File: src/rtl/hbc_pkg.sv
// Constants, register map and state types of the half-bridge chopper block.
`default_nettype none
package hbc_pkg;

  // Clock and chopping times, in ns, with derived cycle counts.
  localparam int CLK_PERIOD_NS = 40;
  localparam int CHOP_OFF_TIME_NS = 16000;
  localparam int SENSE_BLANK_TIME_NS = 1000;
  localparam int OFF_CYC =
    (CHOP_OFF_TIME_NS + CLK_PERIOD_NS - 1) / CLK_PERIOD_NS;
  localparam int FAST_CYC = OFF_CYC / 4;
  localparam int SLOW_CYC = OFF_CYC - FAST_CYC;
  localparam int BLANK_CYC =
    (SENSE_BLANK_TIME_NS + CLK_PERIOD_NS - 1) / CLK_PERIOD_NS;
  localparam int CNT_W = 9;

  // Register byte offsets and field positions.
  localparam logic [3:0] HBC_CTRL_OFS = 4'h0;
  localparam logic [3:0] HBC_STAT_OFS = 4'h4;
  localparam int CTRL_CHOP_EN_BIT = 0;
  localparam logic CTRL_CHOP_EN_RST = 1'b1;
  localparam int STAT_MODE_LSB = 0;
  localparam int STAT_PHASE_LSB = 8;
  localparam int STAT_HS_LSB = 16;
  localparam int STAT_LS_LSB = 20;
  localparam int STAT_TRQ_BIT = 24;

  // Full-bridge patterns {hs_x, ls_x, hs_y, ls_y}.
  localparam logic [3:0] HBC_BR_COAST = 4'h0;
  localparam logic [3:0] HBC_BR_REV = 4'h6;
  localparam logic [3:0] HBC_BR_FWD = 4'h9;
  localparam logic [3:0] HBC_BR_BRAKE = 4'h5;

  // Chopping phase of one bridge pair.
  typedef enum logic [3:0] {
    HBC_BLANK = 4'b0001,
    HBC_SENSE = 4'b0010,
    HBC_FAST = 4'b0100,
    HBC_SLOW = 4'b1000
  } hbc_chop_e;

  // Interface selected from the pins.
  typedef enum logic [4:0] {
    HBC_MODE_SLEEP = 5'b00001,
    HBC_MODE_FOUR = 5'b00010,
    HBC_MODE_TWO = 5'b00100,
    HBC_MODE_PAR = 5'b01000,
    HBC_MODE_INDEP = 5'b10000
  } hbc_mode_e;

endpackage
`default_nettype wire

File: src/rtl/hbc_half_bridge_ctrl.sv
// Top of the half-bridge chopper control: interface decode, chopping, regs.
//
// Contract
// RL1 - Floating select pin picks independent half-bridges.
// RL2 - Awake: select pin and third input choose interface.
// RL3 - Four-input pairs: coast, reverse, forward, brake.
// RL4 - Independent: each input drives only its output.
// RL5 - Independent: 0 grounds output, 1 to supply.
// RL6 - Independent outputs: high side or low side.
// RL7 - Standby request low floats all four outputs.
// RL8 - Trip stops pair drive for the off-time.
// RL9 - Blanking ignores trip; sets minimum on-time.
// RL10 - Comparator result is the only trip source.
// RL11 - Torque select halves trip reference dynamically.
// RL12 - Off-time: quarter fast, then three quarters slow.
// RL13 - Slow decay turns both low sides on.
// RL14 - Fast decay turns all switches of pair off.
// RL15 - Regulation acts per pair, also when independent.
// RL16 - Host avoids regulation for independent loads.
// RL17 - Host full-steps four-input with 90 degree offset.
// RL18 - Host full-steps two-input, third input grounded.
// RL19 - Host half-steps forward, reverse, coast, 45 degrees.
// RL20 - Host half-steps only in four-input operation.
// RL21 - Counters time off-time and blanking intervals.
//
// Added by the designer: the address map and the Avalon-MM interface to the registers.
`timescale 1ns/1ns
`default_nettype none
module hbc_half_bridge_ctrl
  import hbc_pkg::*;
(
  input wire logic clk_i,
  input wire logic rst_i,
  input wire logic standby_request_n_i,
  input wire logic mode_sel_i,
  input wire logic mode_sel_float_i,
  input wire logic half_a_ctrl_i,
  input wire logic half_b_ctrl_i,
  input wire logic half_c_ctrl_i,
  input wire logic half_d_ctrl_i,
  input wire logic pair_ab_sense_trip_i,
  input wire logic pair_cd_sense_trip_i,
  input wire logic torque_halve_sel_i,
  input wire logic [3:0] avs_address_i,
  input wire logic avs_read_i,
  input wire logic avs_write_i,
  input wire logic [31:0] avs_writedata_i,
  input wire logic [3:0] avs_byteenable_i,
  output logic [31:0] avs_readdata_o,
  output logic avs_waitrequest_o,
  output logic half_a_node_hs_o,
  output logic half_a_node_ls_o,
  output logic half_b_node_hs_o,
  output logic half_b_node_ls_o,
  output logic half_c_node_hs_o,
  output logic half_c_node_ls_o,
  output logic half_d_node_hs_o,
  output logic half_d_node_ls_o,
  output logic trip_reference_half_o
);

  hbc_mode_e mode;
  logic [3:0] ctrl;
  logic [3:0] br_ab;
  logic [3:0] br_cd;
  logic [3:0] hs_raw;
  logic [3:0] ls_raw;
  logic [3:0] hs_q;
  logic [3:0] ls_q;
  logic [3:0] next_hs;
  logic [3:0] next_ls;
  logic [1:0] trip;
  logic [1:0] drive_active;
  logic chop_en;
  hbc_chop_e pair_state [2];
  logic [7:0] phase_bits;
  logic trq_q;
  logic next_trq;
  logic ctrl_chop_en;
  logic next_ctrl_chop_en;
  logic wait_q;
  logic next_wait;
  logic [31:0] rdata_q;
  logic [31:0] next_rdata;

  // Map a two-input pair onto its full bridge.
  function automatic logic [3:0] bridge_of(input logic [1:0] sel);
    logic [3:0] br;
    br = HBC_BR_COAST;
    unique case (sel)
      2'b00: br = HBC_BR_COAST;
      2'b01: br = HBC_BR_REV;
      2'b10: br = HBC_BR_FWD;
      2'b11: br = HBC_BR_BRAKE;
    endcase
    return br;
  endfunction

  assign ctrl = {half_d_ctrl_i, half_c_ctrl_i, half_b_ctrl_i, half_a_ctrl_i};
  // The comparator outputs are the sole trip sources of each pair.
  // RL10 comparator sole trip
  assign trip = {pair_cd_sense_trip_i, pair_ab_sense_trip_i};

  // Interface selection; the pin is not latched, so a change acts at once.
  always_comb
  begin
    // RL7 standby floats outputs
    if (!standby_request_n_i)
    begin
      mode = HBC_MODE_SLEEP;
    end
    // RL1 floating select pin
    else if (mode_sel_float_i)
    begin
      mode = HBC_MODE_INDEP;
    end
    // RL2 select pin decode
    else if (!mode_sel_i)
    begin
      mode = HBC_MODE_FOUR;
    end
    else if (!half_c_ctrl_i)
    begin
      mode = HBC_MODE_TWO;
    end
    else
    begin
      mode = HBC_MODE_PAR;
    end
  end

  // Bridge patterns before chopping for the paired interfaces.
  always_comb
  begin
    br_ab = HBC_BR_COAST;
    br_cd = HBC_BR_COAST;
    unique case (mode)
      HBC_MODE_FOUR:
      begin
        // RL3 four-input truth table
        br_ab = bridge_of({half_a_ctrl_i, half_b_ctrl_i});
        br_cd = bridge_of({half_c_ctrl_i, half_d_ctrl_i});
      end
      HBC_MODE_TWO:
      begin
        // Two-input mode never coasts: one side is always driven.
        br_ab = half_a_ctrl_i ? HBC_BR_FWD : HBC_BR_REV;
        br_cd = half_b_ctrl_i ? HBC_BR_FWD : HBC_BR_REV;
      end
      HBC_MODE_PAR:
      begin
        br_ab = bridge_of({half_a_ctrl_i, half_b_ctrl_i});
        br_cd = bridge_of({half_a_ctrl_i, half_b_ctrl_i});
      end
      default:
      begin
        br_ab = HBC_BR_COAST;
        br_cd = HBC_BR_COAST;
      end
    endcase
  end

  // Raw switch demand per half-bridge.
  always_comb
  begin
    hs_raw = {br_cd[1], br_cd[3], br_ab[1], br_ab[3]};
    ls_raw = {br_cd[0], br_cd[2], br_ab[0], br_ab[2]};
    if (mode == HBC_MODE_INDEP)
    begin
      // RL4 one input per output
      // RL5 zero grounds, one drives supply
      // RL6 exactly two states
      hs_raw = ctrl;
      ls_raw = ~ctrl;
    end
    else if (mode == HBC_MODE_SLEEP)
    begin
      hs_raw = 4'h0;
      ls_raw = 4'h0;
    end
  end

  // A pair is driving while any high side of it is asked for.
  assign drive_active = {|hs_raw[3:2], |hs_raw[1:0]};
  assign chop_en = ctrl_chop_en & standby_request_n_i;

  // One chopper per bridge pair sharing a sense input.
  // RL15 regulation per pair
  for (genvar p = 0; p < 2; p++)
  begin : g_pair
    hbc_pair_chopper u_chop (
      .clk_i(clk_i),
      .rst_i(rst_i),
      .chop_en_i(chop_en),
      .drive_active_i(drive_active[p]),
      .trip_i(trip[p]),
      .state_o(pair_state[p])
    );
    assign phase_bits[4*p +: 4] = pair_state[p];
  end

  // Apply the decay phase of each pair on top of the raw demand.
  always_comb
  begin
    next_hs = hs_raw;
    next_ls = ls_raw;
    for (int p = 0; p < 2; p++)
    begin
      // RL14 fast decay all off
      if (pair_state[p] == HBC_FAST)
      begin
        next_hs[2*p +: 2] = 2'b00;
        next_ls[2*p +: 2] = 2'b00;
      end
      // RL13 slow decay low sides
      else if (pair_state[p] == HBC_SLOW && mode != HBC_MODE_SLEEP)
      begin
        next_hs[2*p +: 2] = 2'b00;
        next_ls[2*p +: 2] = 2'b11;
      end
    end
    // RL11 torque halving select
    next_trq = torque_halve_sel_i;
  end

  // Output stage registers; all switches start off.
  always_ff @(posedge clk_i or posedge rst_i)
  begin
    if (rst_i)
    begin
      hs_q <= 4'h0;
      ls_q <= 4'h0;
      trq_q <= 1'b0;
    end
    else
    begin
      hs_q <= next_hs;
      ls_q <= next_ls;
      trq_q <= next_trq;
    end
  end

  assign half_a_node_hs_o = hs_q[0];
  assign half_a_node_ls_o = ls_q[0];
  assign half_b_node_hs_o = hs_q[1];
  assign half_b_node_ls_o = ls_q[1];
  assign half_c_node_hs_o = hs_q[2];
  assign half_c_node_ls_o = ls_q[2];
  assign half_d_node_hs_o = hs_q[3];
  assign half_d_node_ls_o = ls_q[3];
  assign trip_reference_half_o = trq_q;

  // Register slave: one wait cycle, then a one-cycle answer window.
  always_comb
  begin
    next_wait = 1'b1;
    next_rdata = rdata_q;
    next_ctrl_chop_en = ctrl_chop_en;
    if ((avs_read_i || avs_write_i) && wait_q)
    begin
      next_wait = 1'b0;
      next_rdata = 32'h0000_0000;
      if (avs_read_i && avs_address_i == HBC_CTRL_OFS)
      begin
        next_rdata[CTRL_CHOP_EN_BIT] = ctrl_chop_en;
      end
      else if (avs_read_i && avs_address_i == HBC_STAT_OFS)
      begin
        next_rdata[STAT_MODE_LSB +: 5] = mode;
        next_rdata[STAT_PHASE_LSB +: 8] = phase_bits;
        next_rdata[STAT_HS_LSB +: 4] = hs_q;
        next_rdata[STAT_LS_LSB +: 4] = ls_q;
        next_rdata[STAT_TRQ_BIT] = trq_q;
      end
    end
    // Writes take effect on the edge that completes the transfer.
    if (avs_write_i && !wait_q && avs_address_i == HBC_CTRL_OFS &&
        avs_byteenable_i[0])
    begin
      next_ctrl_chop_en = avs_writedata_i[CTRL_CHOP_EN_BIT];
    end
  end

  // Register slave state.
  always_ff @(posedge clk_i or posedge rst_i)
  begin
    if (rst_i)
    begin
      wait_q <= 1'b1;
      rdata_q <= 32'h0000_0000;
      ctrl_chop_en <= CTRL_CHOP_EN_RST;
    end
    else
    begin
      wait_q <= next_wait;
      rdata_q <= next_rdata;
      ctrl_chop_en <= next_ctrl_chop_en;
    end
  end

  assign avs_waitrequest_o = wait_q;
  assign avs_readdata_o = rdata_q;

  AST_SLEEP_FLOAT: assert property (@(posedge clk_i) disable iff (rst_i) // RL7
    !standby_request_n_i |=> (hs_q == 4'h0 && ls_q == 4'h0))
    else $error("Outputs not floating in standby.");
  AST_INDEP_MAP: assert property (@(posedge clk_i) disable iff (rst_i) // RL5
    (mode == HBC_MODE_INDEP && pair_state[0] inside {HBC_BLANK, HBC_SENSE}
     && pair_state[1] inside {HBC_BLANK, HBC_SENSE})
    |=> (hs_q == $past(ctrl) && ls_q == ~$past(ctrl)))
    else $error("Independent output does not follow its input.");
  AST_NO_SHOOT: assert property (@(posedge clk_i) disable iff (rst_i) // RL6
    (hs_q & ls_q) == 4'h0)
    else $error("High and low side on together.");
  AST_FOUR_BRAKE: assert property (@(posedge clk_i) disable iff (rst_i) // RL3
    (mode == HBC_MODE_FOUR && half_a_ctrl_i && half_b_ctrl_i
     && pair_state[0] != HBC_FAST)
    |=> ls_q[1:0] == 2'b11 && hs_q[1:0] == 2'b00)
    else $error("Four-input brake not applied.");
  AST_SLOW_LS: assert property (@(posedge clk_i) disable iff (rst_i) // RL13
    (pair_state[1] == HBC_SLOW && standby_request_n_i)
    |=> ls_q[3:2] == 2'b11 && hs_q[3:2] == 2'b00)
    else $error("Slow decay did not turn both low sides on.");
  AST_TRQ: assert property (@(posedge clk_i) disable iff (rst_i) // RL11
    $changed(torque_halve_sel_i) |=> trip_reference_half_o ==
    $past(torque_halve_sel_i))
    else $error("Trip reference select did not follow torque input.");
  AST_BUS_ANSWER: assert property (@(posedge clk_i) disable iff (rst_i)
    ((avs_read_i || avs_write_i) && avs_waitrequest_o)
    |=> !avs_waitrequest_o ##1 avs_waitrequest_o)
    else $error("Bus answer not given one cycle after request.");
  CVR_INDEP: cover property (@(posedge clk_i) disable iff (rst_i)
    mode == HBC_MODE_INDEP ##1 hs_q != 4'h0);
  CVR_PAR_FWD: cover property (@(posedge clk_i) disable iff (rst_i)
    mode == HBC_MODE_PAR ##1 hs_q == 4'h5);

endmodule
`default_nettype wire

File: src/rtl/hbc_pair_chopper.sv
// Fixed off-time chopper with blanking and mixed decay for one bridge pair.
`timescale 1ns/1ns
`default_nettype none
module hbc_pair_chopper
  import hbc_pkg::*;
(
  input wire logic clk_i,
  input wire logic rst_i,
  input wire logic chop_en_i,
  input wire logic drive_active_i,
  input wire logic trip_i,
  output var hbc_chop_e state_o
);

  localparam int AST_BLANK = BLANK_CYC;
  localparam int AST_FAST = FAST_CYC;

  hbc_chop_e state;
  hbc_chop_e next_state;
  logic [CNT_W-1:0] cnt;
  logic [CNT_W-1:0] next_cnt;

  // Phase sequencer; loss of enable returns to blanking from any phase, loss of drive only from sensing.
  always_comb
  begin
    next_state = state;
    next_cnt = cnt;
    unique case (state)
      HBC_BLANK:
      begin
        // RL9 blanking minimum on-time
        if (!drive_active_i || !chop_en_i)
        begin
          next_cnt = '0;
        end
        else if (cnt == CNT_W'(BLANK_CYC - 1))
        begin
          next_state = HBC_SENSE;
          next_cnt = '0;
        end
        else
        begin
          next_cnt = cnt + 1'b1;
        end
      end
      HBC_SENSE:
      begin
        // RL8 trip starts off-time
        if (!drive_active_i || !chop_en_i)
        begin
          next_state = HBC_BLANK;
        end
        else if (trip_i)
        begin
          next_state = HBC_FAST;
        end
        next_cnt = '0;
      end
      HBC_FAST:
      begin
        // RL12 quarter fast decay
        if (!chop_en_i)
        begin
          next_state = HBC_BLANK;
          next_cnt = '0;
        end
        else if (cnt == CNT_W'(FAST_CYC - 1))
        begin
          next_state = HBC_SLOW;
          next_cnt = '0;
        end
        else
        begin
          next_cnt = cnt + 1'b1;
        end
      end
      HBC_SLOW:
      begin
        // RL21 off-time counter ends
        if (!chop_en_i || cnt == CNT_W'(SLOW_CYC - 1))
        begin
          next_state = HBC_BLANK;
          next_cnt = '0;
        end
        else
        begin
          next_cnt = cnt + 1'b1;
        end
      end
      default:
      begin
        next_state = HBC_BLANK;
        next_cnt = '0;
      end
    endcase
  end

  // Phase and counter registers.
  always_ff @(posedge clk_i or posedge rst_i)
  begin
    if (rst_i)
    begin
      state <= HBC_BLANK;
      cnt <= '0;
    end
    else
    begin
      state <= next_state;
      cnt <= next_cnt;
    end
  end

  assign state_o = state;

  AST_BLANK_LEN: assert property (@(posedge clk_i) disable iff (rst_i) // RL9
    $rose(state == HBC_SENSE) |-> $past(state == HBC_BLANK, AST_BLANK))
    else $error("Sensing began before the blanking interval ended.");
  AST_TRIP_STOP: assert property (@(posedge clk_i) disable iff (rst_i) // RL8
    (state == HBC_SENSE && trip_i && chop_en_i && drive_active_i)
    |=> state == HBC_FAST)
    else $error("A trip did not start the off-time.");
  AST_BLANK_IGNORE: assert property (@(posedge clk_i) // RL9
    disable iff (rst_i) state == HBC_BLANK |=> state != HBC_FAST)
    else $error("A trip was taken during blanking.");
  AST_FAST_LEN: assert property (@(posedge clk_i) disable iff (rst_i) // RL12
    $rose(state == HBC_SLOW) |-> $past(state == HBC_FAST, AST_FAST))
    else $error("Fast decay did not last a quarter of the off-time.");
  CVR_TRIP: cover property (@(posedge clk_i) disable iff (rst_i)
    state == HBC_SENSE ##1 state == HBC_FAST);
  CVR_SLOW_END: cover property (@(posedge clk_i) disable iff (rst_i)
    state == HBC_SLOW ##1 state == HBC_BLANK);

endmodule
`default_nettype wire

File: config.mk
export PLATFORM = sky130hd
export DESIGN_NAME = hbc_half_bridge_ctrl
export DESIGN_NICKNAME = d
export VERILOG_FILES = /design/src/rtl/hbc_pkg.sv /design/src/rtl/hbc_half_bridge_ctrl.sv /design/src/rtl/hbc_pair_chopper.sv
export SDC_FILE = /design/constraint.sdc
export NUM_CORES = 1
export LEC_CHECK = 0
export ABC_CLOCK_PERIOD_IN_PS = 3150
export BUFFER_PORTS_ARGS = -buffer_cell sky130_fd_sc_hd__buf_2
export CORE_UTILIZATION = 55
export DETAILED_ROUTE_END_ITERATION = 10
export PLACE_DENSITY = 0.82
export REMOVE_ABC_BUFFERS = 1
export SLEW_MARGIN = 20
export SYNTH_ARGS = -nofsm -noshare
export SYNTH_HDL_FRONTEND = slang
export SYNTH_SLANG_ARGS = --single-unit
File: constraint.sdc
create_clock -name clk_i -period 3.15 [get_ports clk_i]
set_clock_uncertainty 0.1 [all_clocks]
set_input_delay 0.315 -clock clk_i [delete_from_list [all_inputs] [get_ports clk_i]]
set_output_delay 0.315 -clock clk_i [all_outputs]
set_load 0.02 [all_outputs]
* Word level (Yosys, flattened, before mapping) *
Cells that the tools add are included.

storage, ports and cells
  bits in registers = 59
  bits of input ports = 54
  output and inout bits = 42
  word-level logic and storage cells = 132

cells by class
  add/subtract/negate cells = 2
  muxes and demuxes = 56
  bitwise logic cells = 2
  reduce and logical (&&, ||, !) cells = 25
  eq/ne operators = 37

operator list
  operator                                                                number
  4-bit two-way mux                                                       23
  9-bit two-way mux                                                       10
  4-bit case mux with 4 select lines                                      4
  9-bit case mux with 3 select lines                                      2
  17-bit two-way mux                                                      2
  9-bit by 1-bit adder with 9-bit output (second input constant)          2
  9-bit by 5-bit equality test with 1-bit output (second input constant)  2
  9-bit by 7-bit equality test with 1-bit output (second input constant)  2
  9-bit equality test (second input constant)                             2
  2-bit two-way mux                                                       8
  5-bit two-way mux                                                       3
  4-bit by 3-bit equality test with 1-bit output (second input constant)  3
  4-bit case mux with 3 select lines                                      1
  5-bit AND reduction                                                     2
  3-bit by 2-bit != test with 1-bit output (second input constant)        3
  2-bit equality test (second input constant)                             4
  4-bit by 1-bit equality test with 1-bit output (second input constant)  2
  4-bit by 2-bit equality test with 1-bit output (second input constant)  2
  4-bit equality test (second input constant)                             2
  1-bit logical AND                                                       8
  2-bit by 1-bit != test with 1-bit output (second input constant)        4
  4-bit case mux with 2 select lines                                      1
  2-bit OR reduction                                                      3
  5-bit by 1-bit equality test with 1-bit output (second input constant)  1
  other kinds (15)                                                        26

* Depth between registers and ports, before layout *
  word-level depth = 14
  gate-level depth with buffers = 6
  gate-level depth less buffers = 6

* Hierarchy *
A second synthesis with hierarchy kept.

unflattened totals
  cells, all modules = 326
  area total of the unflattened synthesis = 3114.2 sq um

by module, submodules not included
  module                instances  sequential area each (sq um)  area an instance (sq um)  cells an instance
  hbc_half_bridge_ctrl  1          828.3                         1737.9                    190
  hbc_pair_chopper      2          326.6                         688.2                     68

* Least setup slack after synthesis *
OpenSTA, ideal clock, no wires.

  kind = register to register
  from = reg g_pair[1].u_chop.cnt[0]
  to = reg g_pair[1].u_chop.cnt[0]
  setup slack = 1.285 ns
  library setup time = 0.082 ns
  data arrival time = 1.683 ns
  required time = 2.968 ns
  buffers on the path = 0
  clock period less this slack = 1.865 ns
  stages on the path, launching flop included = 7
  cell sequence = dfrtp_1 inv_1 ha_1 nor4bb_1 a2111oi_2 nand4_1 a31oi_1

on the way
  longest elaborated chain between the ends = 4
  elaborated cells on any way between the ends = 11
  classes of those cells = add/sub: 1; eq/ne: 3; mux: 6; reduce/logical: 1

RTL lines
  item                                                            RTL line                                                                RTL
  start: declaration                                              hbc_pair_chopper.sv:20                                                  logic [CNT_W-1:0] cnt;
  start signal: assignment                                        hbc_pair_chopper.sv:109                                                 cnt <= next_cnt;
  9-bit by 1-bit adder with 9-bit output (tied with other cells)  hbc_pair_chopper.sv:43, hbc_pair_chopper.sv:74, hbc_pair_chopper.sv:87
  9-bit two-way mux (tied with other cells)                       hbc_pair_chopper.sv:67                                                  else if (cnt == CNT_W'(FAST_CYC - 1))
  9-bit two-way mux, on equally long branches                     hbc_pair_chopper.sv:62, hbc_pair_chopper.sv:32, hbc_pair_chopper.sv:80
  9-bit case mux with 3 select lines *                            hbc_pair_chopper.sv:28                                                  unique case (state)
  net g_pair[1].u_chop.next_cnt[0]                                hbc_pair_chopper.sv:21                                                  logic [CNT_W-1:0] next_cnt;

The timed path passes the listed nets; every way through them passes the cells marked *.
A chain may end at the register's enable or synchronous reset.

* Final worst setup path *
  from = reg g_pair[1].u_chop.cnt[0]
  to = reg g_pair[1].u_chop.cnt[7]

The elaborated chain is that of the path after synthesis.

==> results.tsv <==
metric	value	unit
status	complete, no violations	
first-pass GRT wire length	11180	um
htree depth	3	
M1 WL	2859	um
vias in the first global route	2425	
P per Cell Area	457.8	mW/mm2
post-layout min period	2.236	ns
Synth warnings	0	
chip width	76.41	um
wire length per cell	15.45	um
largest net degree at the start of global routing	48	
met2 routed WL	3172	um
share of cells above drive strength 1	23.93	%
Seq cells post-synth	59	
pre-CTS setup slack	0.9344	ns
Detailed Place HPWL	4427	um
setup TNS	0	ns
final setup fails	0	
CP Cell Sequence	inv_1 -> ha_1 -> nor4bb_1 -> a2111oi_2 -> nand4_1 -> a31oi_1	
RSZ-0062 raised after global routing	no	
GPL Wtd Cong	0.8709	
Root Driver	clkbuf_8	
worst endpoint data arrival time	2.39	ns
Initial Utilization	58.51	%
Die Span Y	76.41	um
initial antenna violation count	0	
overall routed net length	6506	um
Post CTS Setup Buffer Count	0	
Clock Pin Slew Worst Setup and Hold Paths	0.06	ns
Hold Slack	0.1192	ns
CTS resizes	0	
Setup crit start kind	flop	
worst slew pin tran	0.7031	ns
met3 WL	366	um
nets	404	
Distinct cells, synth	60	
Pins Over Slew Limit	0	
CP required	3.31	ns
fraction of the yosys area taken by sequential cells	48.64	%
Worst setup EP type	flop	
Inserted Clock Buffers	9	
fin crit share	70.97	%
FMAX	447.3	MHz
CTS Sinks	59	
Vias	2526	
Mapped Cells	294	
DR iter-0 viols	203	
Synth Cell Area	0.003045	mm2
GRT overflow	0	
LEAKAGE	1.595	nW
CORE AREA	0.005205	mm2
Main synth FF type	dfrtp_1	
Worst VDD drop	0.3300	mV
min setup slack post-route	0.9143	ns
CP peak stage delay	0.49	ns
ys async rst share	100.0	%
max layer used	met4	
worst-case clock buffer depth	2	
IO Port Bufs	51	
Core Rows	26	
Worst slew margin	53.13	%
family with the most delay on the worst path	compound AO/OA/AOI/OAI gates	
post-layout util	67.74	%
drt pass-1 iters	4	
number of antenna-violating nets in the routed design	0	
maxcap violations	0	
slowest CP cell	a2111oi_2	
CTS tree	done	
gr usage total	24.49	%
ant diodes	0	
DR vias/cell	6.000	
kind of critical path	flop to flop	
crit path buf inv count	1	
DR DRC count	0	
die area	0.005838	mm2
EDFF count, synth	0	
Worst-Skew Late Latency	0.34	ns
worst-path maximum fanout	9	
Area growth syn-to-layout	15.78	%
I/O pin cnt	96	
endpoints failing hold	0	
synthesized area per cell	10.36	um2
worst hold path type	primary input to flop	
==> final cells by class <==
type / count / area [um2]
tap: 70 / 87.58
clock buffer: 11 / 141.4
multi-input combinational: 212 / 1439
sequential: 59 / 1481
inverter: 9 / 33.78
timing repair buffer: 55 / 290.3
clock inverter: 5 / 52.55
fill: 399 / 1679
==> synthesized netlist by cell type (3+ instances only) <==
master    count  area, um2
nor3_1       12      60.06
xnor2_1      12      105.1
a22o_1       17      148.9
xor2_1        6      52.55
a211oi_1      3      22.52
dfrtp_1      55       1376
nand3b_1      3      22.52
o21ai_0      10      50.05
ha_1          4      50.05
dfstp_2       4      105.1
nand4_1       5      31.28
nor2b_1       7      43.79
nand2b_1      7      43.79
a21oi_1      15      75.07
a31oi_1      12      75.07
nor3b_1       4      30.03
o31ai_1       3      22.52
a22oi_1       3      22.52
inv_1         8      30.03
nor2_1        8      30.03
nor4b_1       4      35.03
buf_4        10      75.07
clkbuf_1     12      45.04
nand3_1      11      55.05
nand2_1      16      60.06
==> repair_timing <==
action	in CTS	in global routing
hold buffers	2	0
endpoints found under the setup margin	0	0
endpoints found under the hold margin	13	0
==> worst register-to-register path: cells and delay by family (launching register included) <==
kind / cells / cell delay (ns)
buf+inv: 1 / 0.08
fa+ha+maj: 1 / 0.20
flops: 1 / 0.41
simple gates: 2 / 0.60
compound gates: 2 / 0.77
==> state kept, by name, indices dropped and copies added, names as in the netlist <==
signal                 cells
ctrl_chop_en               1
trip_reference_half_o      1
g_pair.u_chop.state_o      8
hs_q                       4
ls_q                       4
avs_readdata_o            22
avs_waitrequest_o          1
g_pair.u_chop.cnt         18
==> worst paths after layout <==
kind / start / end / slack, ns / cells past startpoint
min in group asynchronous: rst_i / g_pair[0].u_chop.state_o[1] / 0.36 / 3
max in group asynchronous: rst_i / g_pair[1].u_chop.cnt[6] / 1.72 / 4
setup / recovery: g_pair[1].u_chop.cnt[0] / g_pair[1].u_chop.cnt[7] / 0.91 / 6
hold / removal: avs_writedata_i[0] / ctrl_chop_en / 0.12 / 2
setup reg to reg: g_pair[1].u_chop.cnt[0] / g_pair[1].u_chop.cnt[7] / 0.91 / 6
hold reg to reg: avs_readdata_o[1] / avs_readdata_o[1] / 0.38 / 2
==> cells by family (layout without fill, tap and decap cells) <==
logic type      count (synthesis)  count (layout)  synth area share, %
mux                             3               3                1.068
fa+ha+maj                       4               4                1.643
buf+inv                        32              80                5.217
compound gates                 81              81                19.35
xor+xnor                       18              18                5.177
flops                          59              59                48.64
simple gates                   96              96                18.78
other cells                     1              10               0.1231
==> power by group <==
part | switching, mW | leakage [nW] | internal [mW]
Combinational | 0.104 | 0.694 | 0.0467
Clock | 0.295 | 0.0991 | 0.382
Sequential | 0.0110 | 0.801 | 0.775
==> metrics by stage <==
stage               cell area, um2  power, mW  std cells
floorplan                     2954     0.8872        280
global placement              3312     0.9421        403
detailed placement            3312     0.9468        403
CTS                           3526      1.620        421
global route                  3526      1.672        421
finish                        3526      1.614        421
==> metal layers <==
layer,GRT usage (%),up-vias
met5,0,-
met4,12.31,0
met3,5.868,10
met2,39.19,93
met1,30.99,1244
li1,-,1179
==> cells in the final DEF, fill, tap and decap left out, types with 3 or more instances in the layout <==
master / synthesis / routed
clkbuf_8: 0 / 10
o21ai_0: 10 / 10
dfrtp_1: 55 / 55
nor3b_1: 4 / 4
nor2b_1: 7 / 7
xnor2_1: 12 / 12
a22o_1: 17 / 17
nand2b_1: 7 / 7
a21oi_1: 15 / 15
nor3_1: 12 / 12
nand4_1: 5 / 5
nand2_1: 16 / 16
clkinv_2: 0 / 3
conb_1: 1 / 10
a22oi_1: 3 / 3
inv_1: 8 / 7
xor2_1: 6 / 6
buf_2: 1 / 51
ha_1: 4 / 4
o31ai_1: 3 / 3
a31oi_1: 12 / 12
nor2_1: 8 / 8
nand3b_1: 3 / 3
dfstp_2: 4 / 4
nand3_1: 11 / 11
nor4b_1: 4 / 4
a211oi_1: 3 / 3
Note: power is estimated with default switching activity, not from simulation.
